--- src/design/lmc_cfg.svh ---
// constants for the lane mux configuration and path-select block
`ifndef LMC_CFG_SVH
`define LMC_CFG_SVH

// stream word and lane geometry
`define LMC_WORD_W      10
`define LMC_LANES       2
`define LMC_SIDES       3
`define LMC_CHANS       6

// register-mode write addresses
`define LMC_ADDR_MISC   3'h6
`define LMC_ADDR_LAST   3'h5

// per-channel setting byte: boost, emphasis, swing
`define LMC_CH_BOOST    1:0
`define LMC_CH_EMPH     3:2
`define LMC_CH_SWING    4
`define LMC_CH_W        5

// shared control byte: rate, idle, broadcast, selects
`define LMC_MS_RATE     1:0
`define LMC_MS_IDLE     3:2
`define LMC_MS_BCAST    4
`define LMC_MS_SEL      6:5
`define LMC_MS_W        7

// boost in tenths of dB at 3 GHz (90, 135, 184)
`define LMC_BOOST_LO    8'h5A
`define LMC_BOOST_MID   8'h87
`define LMC_BOOST_HI    8'hB8

// de-emphasis depth in tenths of dB (35, 20, 60, 30, 90, 120)
`define LMC_EMPH_LO_1V0 8'h23
`define LMC_EMPH_LO_1V2 8'h14
`define LMC_EMPH_HI_1V0 8'h3C
`define LMC_EMPH_HI_1V2 8'h1E
`define LMC_EMPH_ENH_3G 8'h5A
`define LMC_EMPH_ENH_6G 8'h78

// de-emphasis pulse width in ps (330, 200, 250, 160)
`define LMC_PW_3G       9'h14A
`define LMC_PW_6G       9'h0C8
`define LMC_PW_ENH_3G   9'h0FA
`define LMC_PW_ENH_6G   9'h0A0

// output swing in mVp-p (1000, 1200)
`define LMC_SWING_1V0   11'h3E8
`define LMC_SWING_1V2   11'h4B0

`endif

--- src/design/lmc_pkg.sv ---
// types for the lane mux configuration and path-select block
package lmc_pkg;

  // resolved level of a three-level strap
  typedef enum logic [1:0] {
    LMC_TRI_LO,
    LMC_TRI_MID,
    LMC_TRI_HI
  } lmc_tri_t;

  // control source of the block
  typedef enum logic {
    LMC_MODE_PIN,
    LMC_MODE_REG
  } lmc_mode_t;

endpackage

--- src/design/lmc_buf2.sv ---
// two-entry buffer with valid and ready on both sides
`timescale 1ns/1ps
`include "lmc_cfg.svh"

module lmc_buf2 #(
  parameter int W = `LMC_WORD_W + 1
) (
  // clock and reset
  input  wire logic         i_clk,
  input  wire logic         i_arst_n,
  // filling side
  input  wire logic         i_in_vld,
  input  wire logic [W-1:0] i_in_data,
  output logic              o_in_rdy,
  // draining side
  output logic              o_out_vld,
  output logic [W-1:0]      o_out_data,
  input  wire logic         i_out_rdy
);

  logic [W-1:0] main_q;
  logic [W-1:0] skid_q;
  logic         main_vld_q;
  logic         skid_vld_q;
  wire          take = i_in_vld & ~skid_vld_q;
  wire          pop  = main_vld_q & i_out_rdy;

  // ready only drops once the skid entry is full, so no word is lost
  assign o_in_rdy   = ~skid_vld_q;
  assign o_out_vld  = main_vld_q;
  assign o_out_data = main_q;

  // entry movement
  always_ff @(posedge i_clk or negedge i_arst_n) begin
    if (!i_arst_n) begin
      main_q     <= '0;
      skid_q     <= '0;
      main_vld_q <= 1'b0;
      skid_vld_q <= 1'b0;
    end else if (pop) begin
      if (skid_vld_q) begin
        main_q     <= skid_q;
        skid_vld_q <= 1'b0;
      end else begin
        main_q     <= i_in_data;
        main_vld_q <= take;
      end
    end else if (take) begin
      if (main_vld_q) begin
        skid_q     <= i_in_data;
        skid_vld_q <= 1'b1;
      end else begin
        main_q     <= i_in_data;
        main_vld_q <= 1'b1;
      end
    end
  end

endmodule

--- src/design/lmc_top.sv ---
// lane mux configuration, strap decode and path select for two lanes
// ==========================================================
// Notes on behaviour
// - enable low means pin control, enable high means register control.
// - pin mode takes boost and emphasis from straps, one per side.
// - pin-mode enhanced emphasis raises swing to the level paired with it.
// - rate strap chooses fixed 3G, fixed 6G or automatic detection.
// - register mode sets swing, boost and emphasis per channel.
// - entering register mode moves boost/emphasis to registers; straps become address.
// - rate, idle, broadcast and select pins rule until their register is written, then until mode drops.
// - registers go to defaults at power-up and whenever enable goes low.
// - boost strap low 9 dB, float 13.5 dB, high 18.4 dB.
// - emphasis low -3.5/-2 dB, high -6/-3 dB; pulse 330 or 200 ps.
// - emphasis float: enhanced -9 dB 250 ps or -12 dB 160 ps, 1200 mV.
// - rate low 3G, high 6G, float follows the detected rate.
// - idle strap low: no idle detection, output follows input.
// - idle strap float: output idles while input is below threshold.
// - idle strap high: output forced idle, inputs ignored.
// - each lane selects A or B independently; unselected host output muted.
// - broadcast drives both host outputs; drive output still follows select.
`timescale 1ns/1ps
`include "lmc_cfg.svh"

module lmc_top (
  // clock and reset
  input  wire logic                        i_clk,
  input  wire logic                        i_arst_n,
  // mode and straps, each strap as {read with pull-down, read with pull-up}
  input  wire logic                        i_mgmt_mode_enable,
  input  wire logic [2:0][1:0]             i_boost_straps,
  input  wire logic [2:0][1:0]             i_emph_straps,
  input  wire logic [1:0]                  i_rate_strap,
  input  wire logic [1:0]                  i_idle_control_strap,
  // plain control pins
  input  wire logic                        i_broadcast_enable,
  input  wire logic                        i_lane0_path_select,
  input  wire logic                        i_lane1_path_select,
  input  wire logic                        i_swing_hi_pin,
  input  wire logic                        i_rate_detect_6g,
  // register-mode writes
  input  wire logic                        i_cfg_wr,
  input  wire logic [2:0]                  i_cfg_addr,
  input  wire logic [7:0]                  i_cfg_data,
  // host-side inputs, per lane
  input  wire logic [1:0]                  i_host_a_in_vld,
  input  wire logic [1:0][`LMC_WORD_W-1:0] i_host_a_in_data,
  input  wire logic [1:0]                  i_host_a_in_idle,
  input  wire logic [1:0]                  i_host_b_in_vld,
  input  wire logic [1:0][`LMC_WORD_W-1:0] i_host_b_in_data,
  input  wire logic [1:0]                  i_host_b_in_idle,
  output logic [1:0]                       o_drive_path_rdy,
  // drive-side output, per lane
  output logic [1:0]                       o_drive_out_vld,
  output logic [1:0][`LMC_WORD_W-1:0]      o_drive_out_data,
  output logic [1:0]                       o_drive_out_idle,
  input  wire logic [1:0]                  i_drive_out_rdy,
  // drive-side input, per lane
  input  wire logic [1:0]                  i_drive_in_vld,
  input  wire logic [1:0][`LMC_WORD_W-1:0] i_drive_in_data,
  input  wire logic [1:0]                  i_drive_in_idle,
  // host-side outputs, per lane
  output logic [1:0]                       o_host_a_out_vld,
  output logic [1:0][`LMC_WORD_W-1:0]      o_host_a_out_data,
  output logic [1:0]                       o_host_a_out_idle,
  output logic [1:0]                       o_host_b_out_vld,
  output logic [1:0][`LMC_WORD_W-1:0]      o_host_b_out_data,
  output logic [1:0]                       o_host_b_out_idle,
  // resolved settings, per channel
  output logic [5:0][7:0]                  o_boost_db10,
  output logic [5:0][7:0]                  o_emph_db10,
  output logic [5:0][8:0]                  o_emph_ps,
  output logic [5:0][10:0]                 o_swing_mv,
  // status
  output logic                             o_reg_mode,
  output logic                             o_rate_6g,
  output logic [3:0]                       o_bus_address_inputs
);

  // ==========================================================
  // decode functions

  function automatic lmc_pkg::lmc_tri_t tri_of(input logic [1:0] s);
    case (s)
      2'b00:   tri_of = lmc_pkg::LMC_TRI_LO;
      2'b11:   tri_of = lmc_pkg::LMC_TRI_HI;
      default: tri_of = lmc_pkg::LMC_TRI_MID;
    endcase
  endfunction

  function automatic logic [7:0] boost_db10(input lmc_pkg::lmc_tri_t c);
    case (c)
      lmc_pkg::LMC_TRI_LO: boost_db10 = `LMC_BOOST_LO;
      lmc_pkg::LMC_TRI_HI: boost_db10 = `LMC_BOOST_HI;
      default:             boost_db10 = `LMC_BOOST_MID;
    endcase
  endfunction

  function automatic logic [7:0] emph_db10(input lmc_pkg::lmc_tri_t c,
                                           input logic sw_hi, input logic r6);
    case (c)
      lmc_pkg::LMC_TRI_LO: emph_db10 = sw_hi ? `LMC_EMPH_LO_1V2 : `LMC_EMPH_LO_1V0;
      lmc_pkg::LMC_TRI_HI: emph_db10 = sw_hi ? `LMC_EMPH_HI_1V2 : `LMC_EMPH_HI_1V0;
      default:             emph_db10 = r6 ? `LMC_EMPH_ENH_6G : `LMC_EMPH_ENH_3G;
    endcase
  endfunction

  function automatic logic [8:0] emph_ps(input lmc_pkg::lmc_tri_t c, input logic r6);
    case (c)
      lmc_pkg::LMC_TRI_MID: emph_ps = r6 ? `LMC_PW_ENH_6G : `LMC_PW_ENH_3G;
      default:              emph_ps = r6 ? `LMC_PW_6G : `LMC_PW_3G;
    endcase
  endfunction

  function automatic logic idle_of(input lmc_pkg::lmc_tri_t c, input logic in_idle);
    case (c)
      lmc_pkg::LMC_TRI_LO: idle_of = 1'b0;
      lmc_pkg::LMC_TRI_HI: idle_of = 1'b1;
      default:             idle_of = in_idle;
    endcase
  endfunction

  // ==========================================================
  // mode and register file

  lmc_pkg::lmc_mode_t          mode_q;
  logic [5:0][`LMC_CH_W-1:0]   chan_q;
  logic [`LMC_MS_W-1:0]        misc_q;
  logic                        misc_wr_q;
  wire                         reg_mode = (mode_q == lmc_pkg::LMC_MODE_REG);
  wire                         wr_chan  = reg_mode & i_cfg_wr & (i_cfg_addr <= `LMC_ADDR_LAST);
  wire                         wr_misc  = reg_mode & i_cfg_wr & (i_cfg_addr == `LMC_ADDR_MISC);

  always_ff @(posedge i_clk or negedge i_arst_n) begin
    if (!i_arst_n) begin
      mode_q <= lmc_pkg::LMC_MODE_PIN;
    end else begin
      mode_q <= i_mgmt_mode_enable ? lmc_pkg::LMC_MODE_REG : lmc_pkg::LMC_MODE_PIN;
    end
  end

  // defaults at reset and throughout pin mode
  always_ff @(posedge i_clk or negedge i_arst_n) begin
    if (!i_arst_n) begin
      chan_q    <= '0;
      misc_q    <= '0;
      misc_wr_q <= 1'b0;
    end else if (!reg_mode) begin
      chan_q    <= '0;
      misc_q    <= '0;
      misc_wr_q <= 1'b0;
    end else begin
      if (wr_chan) begin
        chan_q[i_cfg_addr] <= i_cfg_data[`LMC_CH_W-1:0];
      end
      if (wr_misc) begin
        misc_q    <= i_cfg_data[`LMC_MS_W-1:0];
        misc_wr_q <= 1'b1;
      end
    end
  end

  // ==========================================================
  // shared controls: pins until the control register is written

  wire       use_misc = reg_mode & misc_wr_q;
  wire [1:0] rate_src = use_misc ? misc_q[`LMC_MS_RATE] : i_rate_strap;
  wire [1:0] idle_src = use_misc ? misc_q[`LMC_MS_IDLE] : i_idle_control_strap;
  wire       bcast    = use_misc ? misc_q[`LMC_MS_BCAST] : i_broadcast_enable;
  wire [1:0] sel      = use_misc ? misc_q[`LMC_MS_SEL]
                                 : {i_lane1_path_select, i_lane0_path_select};

  lmc_pkg::lmc_tri_t rate_code;
  lmc_pkg::lmc_tri_t idle_code;
  assign rate_code = tri_of(rate_src);
  assign idle_code = tri_of(idle_src);
  wire   rate_6g   = (rate_code == lmc_pkg::LMC_TRI_HI) |
                     ((rate_code == lmc_pkg::LMC_TRI_MID) & i_rate_detect_6g);

  // ==========================================================
  // per-channel settings: 0-1 host A, 2-3 host B, 4-5 drive side

  logic [5:0][7:0]  boost_d;
  logic [5:0][7:0]  emph_d;
  logic [5:0][8:0]  pw_d;
  logic [5:0][10:0] swing_d;

  for (genvar c = 0; c < `LMC_CHANS; c++) begin : g_chan
    lmc_pkg::lmc_tri_t b_code;
    lmc_pkg::lmc_tri_t e_code;
    // straps per side in pin mode, registers per channel after
    assign b_code = reg_mode ? tri_of(chan_q[c][`LMC_CH_BOOST]) : tri_of(i_boost_straps[c/2]);
    assign e_code = reg_mode ? tri_of(chan_q[c][`LMC_CH_EMPH]) : tri_of(i_emph_straps[c/2]);
    // enhanced setting forces the high swing
    wire   sw_hi  = (e_code == lmc_pkg::LMC_TRI_MID) |
                    (reg_mode ? chan_q[c][`LMC_CH_SWING] : i_swing_hi_pin);
    assign boost_d[c] = boost_db10(b_code);
    assign emph_d[c]  = emph_db10(e_code, sw_hi, rate_6g);
    assign pw_d[c]    = emph_ps(e_code, rate_6g);
    // swing never below 1000 mV while emphasis is active
    assign swing_d[c] = sw_hi ? `LMC_SWING_1V2 : `LMC_SWING_1V0;
  end

  // address pins take the strap level, float reads low via pull-down
  wire [3:0] addr_d = reg_mode ? {i_emph_straps[0][1], i_boost_straps[2][1],
                                  i_boost_straps[1][1], i_boost_straps[0][1]} : 4'h0;

  // settings and status registers
  always_ff @(posedge i_clk or negedge i_arst_n) begin
    if (!i_arst_n) begin
      o_boost_db10         <= '0;
      o_emph_db10          <= '0;
      o_emph_ps            <= '0;
      o_swing_mv           <= '0;
      o_reg_mode           <= 1'b0;
      o_rate_6g            <= 1'b0;
      o_bus_address_inputs <= 4'h0;
    end else begin
      o_boost_db10         <= boost_d;
      o_emph_db10          <= emph_d;
      o_emph_ps            <= pw_d;
      o_swing_mv           <= swing_d;
      o_reg_mode           <= reg_mode;
      o_rate_6g            <= rate_6g;
      o_bus_address_inputs <= addr_d;
    end
  end

  // ==========================================================
  // lane data paths

  logic [1:0]                  ha_vld_d;
  logic [1:0]                  hb_vld_d;
  logic [1:0]                  ha_idle_d;
  logic [1:0]                  hb_idle_d;
  logic [1:0][`LMC_WORD_W-1:0] ha_data_d;
  logic [1:0][`LMC_WORD_W-1:0] hb_data_d;
  wire                         forced = (idle_code == lmc_pkg::LMC_TRI_HI);

  for (genvar l = 0; l < `LMC_LANES; l++) begin : g_lane
    wire                   s_vld  = sel[l] ? i_host_a_in_vld[l] : i_host_b_in_vld[l];
    wire [`LMC_WORD_W-1:0] s_data = sel[l] ? i_host_a_in_data[l] : i_host_b_in_data[l];
    wire                   s_idle = sel[l] ? i_host_a_in_idle[l] : i_host_b_in_idle[l];
    // forced idle zeroes the data of the input word
    wire [`LMC_WORD_W:0]   s_word = {idle_of(idle_code, s_idle),
                                     forced ? '0 : s_data};
    wire [`LMC_WORD_W:0]   o_word;

    // buffer so a stalled drive receiver loses no word
    lmc_buf2 #(
      .W (`LMC_WORD_W + 1)
    ) u_buf (
      .i_clk      (i_clk),
      .i_arst_n   (i_arst_n),
      .i_in_vld   (s_vld),
      .i_in_data  (s_word),
      .o_in_rdy   (o_drive_path_rdy[l]),
      .o_out_vld  (o_drive_out_vld[l]),
      .o_out_data (o_word),
      .i_out_rdy  (i_drive_out_rdy[l])
    );
    assign o_drive_out_data[l] = o_word[`LMC_WORD_W-1:0];
    assign o_drive_out_idle[l] = o_word[`LMC_WORD_W];

    // mute unselected host output unless broadcasting
    wire a_on = sel[l] | bcast;
    wire b_on = ~sel[l] | bcast;
    wire d_idle = idle_of(idle_code, i_drive_in_idle[l]);
    wire [`LMC_WORD_W-1:0] d_data = forced ? '0 : i_drive_in_data[l];
    assign ha_vld_d[l]  = a_on & i_drive_in_vld[l];
    assign hb_vld_d[l]  = b_on & i_drive_in_vld[l];
    assign ha_idle_d[l] = a_on ? d_idle : 1'b1;
    assign hb_idle_d[l] = b_on ? d_idle : 1'b1;
    assign ha_data_d[l] = a_on ? d_data : '0;
    assign hb_data_d[l] = b_on ? d_data : '0;
  end

  // host output registers, muted and idle from reset
  always_ff @(posedge i_clk or negedge i_arst_n) begin
    if (!i_arst_n) begin
      o_host_a_out_vld  <= '0;
      o_host_b_out_vld  <= '0;
      o_host_a_out_idle <= '1;
      o_host_b_out_idle <= '1;
      o_host_a_out_data <= '0;
      o_host_b_out_data <= '0;
    end else begin
      o_host_a_out_vld  <= ha_vld_d;
      o_host_b_out_vld  <= hb_vld_d;
      o_host_a_out_idle <= ha_idle_d;
      o_host_b_out_idle <= hb_idle_d;
      o_host_a_out_data <= ha_data_d;
      o_host_b_out_data <= hb_data_d;
    end
  end

endmodule

--- config.mk ---
export PLATFORM = sky130hd
export DESIGN_NAME = lmc_top
export DESIGN_NICKNAME = d
export VERILOG_FILES = /design/src/design/lmc_pkg.sv /design/src/design/lmc_buf2.sv /design/src/design/lmc_top.sv
export VERILOG_INCLUDE_DIRS = /design/src /design/src/design
export SDC_FILE = /design/constraint.sdc
export NUM_CORES = 1
export LEC_CHECK = 0
export ABC_AREA = 1
export BUFFER_PORTS_ARGS = -buffer_cell sky130_fd_sc_hd__buf_2
export CORE_ASPECT_RATIO = 1.75
export CORE_UTILIZATION = 40
export DETAILED_ROUTE_END_ITERATION = 12
export HOLD_SLACK_MARGIN = 0.12
export MAX_ROUTING_LAYER = met4
export PLACE_DENSITY = 0.67
export SLEW_MARGIN = 20
export SYNTH_ARGS = -nofsm -noshare
export SYNTH_HDL_FRONTEND = slang
export SYNTH_HIERARCHICAL = 1
export SYNTH_SLANG_ARGS = --single-unit
--- constraint.sdc ---
create_clock -name i_clk -period 2.28 [get_ports i_clk]
set_input_delay 0.228 -clock i_clk [delete_from_list [all_inputs] [get_ports i_clk]]
set_output_delay 0.228 -clock i_clk [all_outputs]
set_load 0.05 [all_outputs]
==> impl_metrics.ini <==
[timing]
slew_viol_final = 0
layout_min_cycle_time_ns = 2.13
maxSlewHeadroom_pct = 56.9
skew_ns = 0.0277
worst_slew_pin_slew_ns = 0.646
final.period_utilization_pct = 93.2
fin_setup_tns_ns = 0
hold_viol_final = 0
fmax_mhz = 470
grt_setup_unrepaired = no
setup_violations = 0
setup_slack_ns = 0.154
hold_slack_ns = 0.143

[global_routing]
first_global_vias = 8566
track_usage_pct = 20.7
grt.overflow.total = 0
grt_max_degree = 83
grt_pass1_wl_mm = 44.6
grtUsageMet2_pct = 38.7
grt_use_met3_pct = 2.28
busiest_layer = met2
grt_util_met1_pct = 21.4
antenna_found_initial = 3

[worst_setup_path]
crit_slowest_cell = dfrtp_4
rr_startpoint = mode_q
crit_buf_inv = 3
crit_fanout = 22
worstPathRequired_ns = 2.74
max_stage_delay_ns = 0.50
rr_worst_depth = 11
cp_top_family = simple AND/OR/NAND/NOR gates
crit_path_end_kind = flop
reg2reg_slack_ns = 0.15
start_kind = flop
cp_data_arrival_time_ns = 2.58
timing.rr.end = g_lane[0].u_buf/o_out_data[4]
crit_type = reg2reg
crit_path_cell_trace = nand2_2, mux2_2, ha_1, inv_1, buf_12, o21ai_0, nor2_1, inv_1, nand2_1, nand3_1, nand2_1

[synthesis]
postSynthAreaPerCell_sq_um = 9.63
netlist.area_leader.share_pct = 57.1
synth_top_area_cell = dfrtp_1
yosysUniqueCellTypes = 30
syn_inst = 1178
seq_area_frac_synth_pct = 58.0
yosysWarnings = 6
synthTopCellsByArea = dfrtp_1 57%, buf_4 6.8%, nand2_1 6.8%
synth.ff_latch_count = 263
netlist_area_sq_um = 11300

[die]
fp.dieW_um = 129
fp.dieH_um = 225
io_pins = 406
rows = 81
initial_utilization_pct = 40.7
die-area_sq_um = 29100
coreArea_sq_um = 27900

[place]
place_congestion = 0.867
detailedPlace.worstSlack_ns = 0.0286
dpl.hpwl_mm = 22.2
port_buffers = 368

[finish]
final_core_util_pct = 51.5
layout-drive-gt1-share_pct = 33.9
area_growth_syn_to_layout_pct = 26.4
seqCellArea_sq_um = 6590
multi_input_area_sq_um = 3360
layout_commonest_cell = buf_2
final_cell_mix = 367 x buf_2, 258 x dfrtp_1, 204 x nand2_1
fillers = 2556
fin_nets = 1672

[power]
peakVddDrop_v = 0.000741
seqPwrFrac_pct = 38.5
power_density_nw_per_um2 = 1050
power_switching_uw = 6150
switching_share_pct = 40.6
p_leak_uw = 0.00793
pwr-share-comb_pct = 33.7
clock_power_share_pct = 27.8
p_int_uw = 8980
power_uw = 15100

[hold_path]
hp-class = in2reg
hold_path_end = g_lane[0].u_buf/skid_q[7]
hold_start = i_host_a_in_data[7]
hold_depth = 5

[routing]
antenna_left = 0
drt-pass1-iter-count = 4
vias = 8924
vias_per_cell = 4.61
drt_iter0_markers = 295
wl_per_cell_um = 15.3
wl_mm = 29.5
drc_errors = 0

[cts]
clock_latency_ns = 0.54
cts-root-buf = clkbuf_16
cts_sinks = 263
cts_max_level = 1
cts.path.max_buffers = 3
cts_inserted_buffers = 25
tritoncts = yes
clkSlewWorstSetupHoldPaths_ns = 0.06

[run_status]
status = complete, no violations

[flow_run]
maxCapViolations = 0
-- power by group through the flow --
stage / Clock, uW / Combinational (uW) / Sequential [uW]
floorplan: 0 / 2310 / 7610
global placement: 0 / 4980 / 5900
detailed placement: 0 / 5040 / 5920
CTS: 4330 / 5120 / 5840
global route: 4490 / 5440 / 5920
finish: 4200 / 5100 / 5830
-- synthesized netlist by cell type (all sizes together) --
master  count
a21oi       8
clkbuf      4
nor2      166
nand2     227
dfstp       4
inv       135
nor3        2
mux2        4
o21ai      76
dfrtp     259
ha         20
o21a        3
nand4      31
o21bai      1
buf       135
conb        2
nand3     101
-- what timing repair did --
action                     in CTS  in global routing
setup endpoints to repair       0                  7
hold buffers                   49                  0
setup buffers                   0                  0
resized for setup               0                  4
hold endpoints to repair      151                  0
-- through the flow --
stage / instance area [sq um] / std cells
finish: 14300 / 1935
floorplan: 11500 / 1213
global route: 14300 / 1935
detailed placement: 13000 / 1839
global placement: 13000 / 1839
CTS: 14300 / 1932
-- worst max-delay path by stage --
stage / startpoint / end / cells past startpoint
after floorplan: misc_wr_q / o_emph_ps[40] / 7
final: mode_q / g_lane[0].u_buf/o_out_data[4] / 11
after detailed placement: mode_q / o_emph_ps[16] / 7
after global routing: mode_q / g_lane[1].u_buf/skid_q[1] / 10
after CTS: mode_q / o_emph_ps[16] / 7
after global placement: mode_q / o_emph_ps[52] / 7
-- kinds of logic after synthesis --
| kind of cell | Yosys count | share of synthesized area, % |
|---|---|---|
| and+or+nand+nor | 527 | 20.9 |
| buffers and inverters | 274 | 13.7 |
| DFF | 263 | 58.0 |
| AOI/OAI and AO/OA | 88 | 4.73 |
| adders and majority gates | 20 | 2.20 |
| muxes | 4 | 0.397 |
| other | 2 | 0.0662 |
-- state kept, by name (all words and copies together) (netlist names), 13 cells and up --
name	count
g_lane.u_buf/skid_q	22
o_swing_mv	13
o_emph_db10	42
o_emph_ps	31
o_host_b_out_data	20
o_boost_db10	36
g_lane.u_buf/o_out_data	22
chan_q	30
o_host_a_out_data	20
-- final cells by class --
cell class,instances,share of cell area (%)
flip-flops and latches,263,45.9
multi-input cells,676,23.4
repair buffers,441,17.9
clock buffers,32,4.96
inverters,135,3.58
well taps,373,3.25
clock inverters,12,0.881
diodes,3,0.0523
-- layer usage --
metal  vias up  wire length, um
met2       349            16100
met1      4240            10900
li1       4281                -
met3        54             1490
met4         0              981
met5         -                0
-- worst reg2reg max path: cells and delay by family (launching register included) --
kind	cells	cell delay (ns)
compound gates	1	0.09
fa+ha+maj	1	0.19
buf+inv	3	0.34
flops	1	0.50
mux	1	0.34
simple gates	5	0.59
Note: power is estimated with default switching activity, not from simulation.
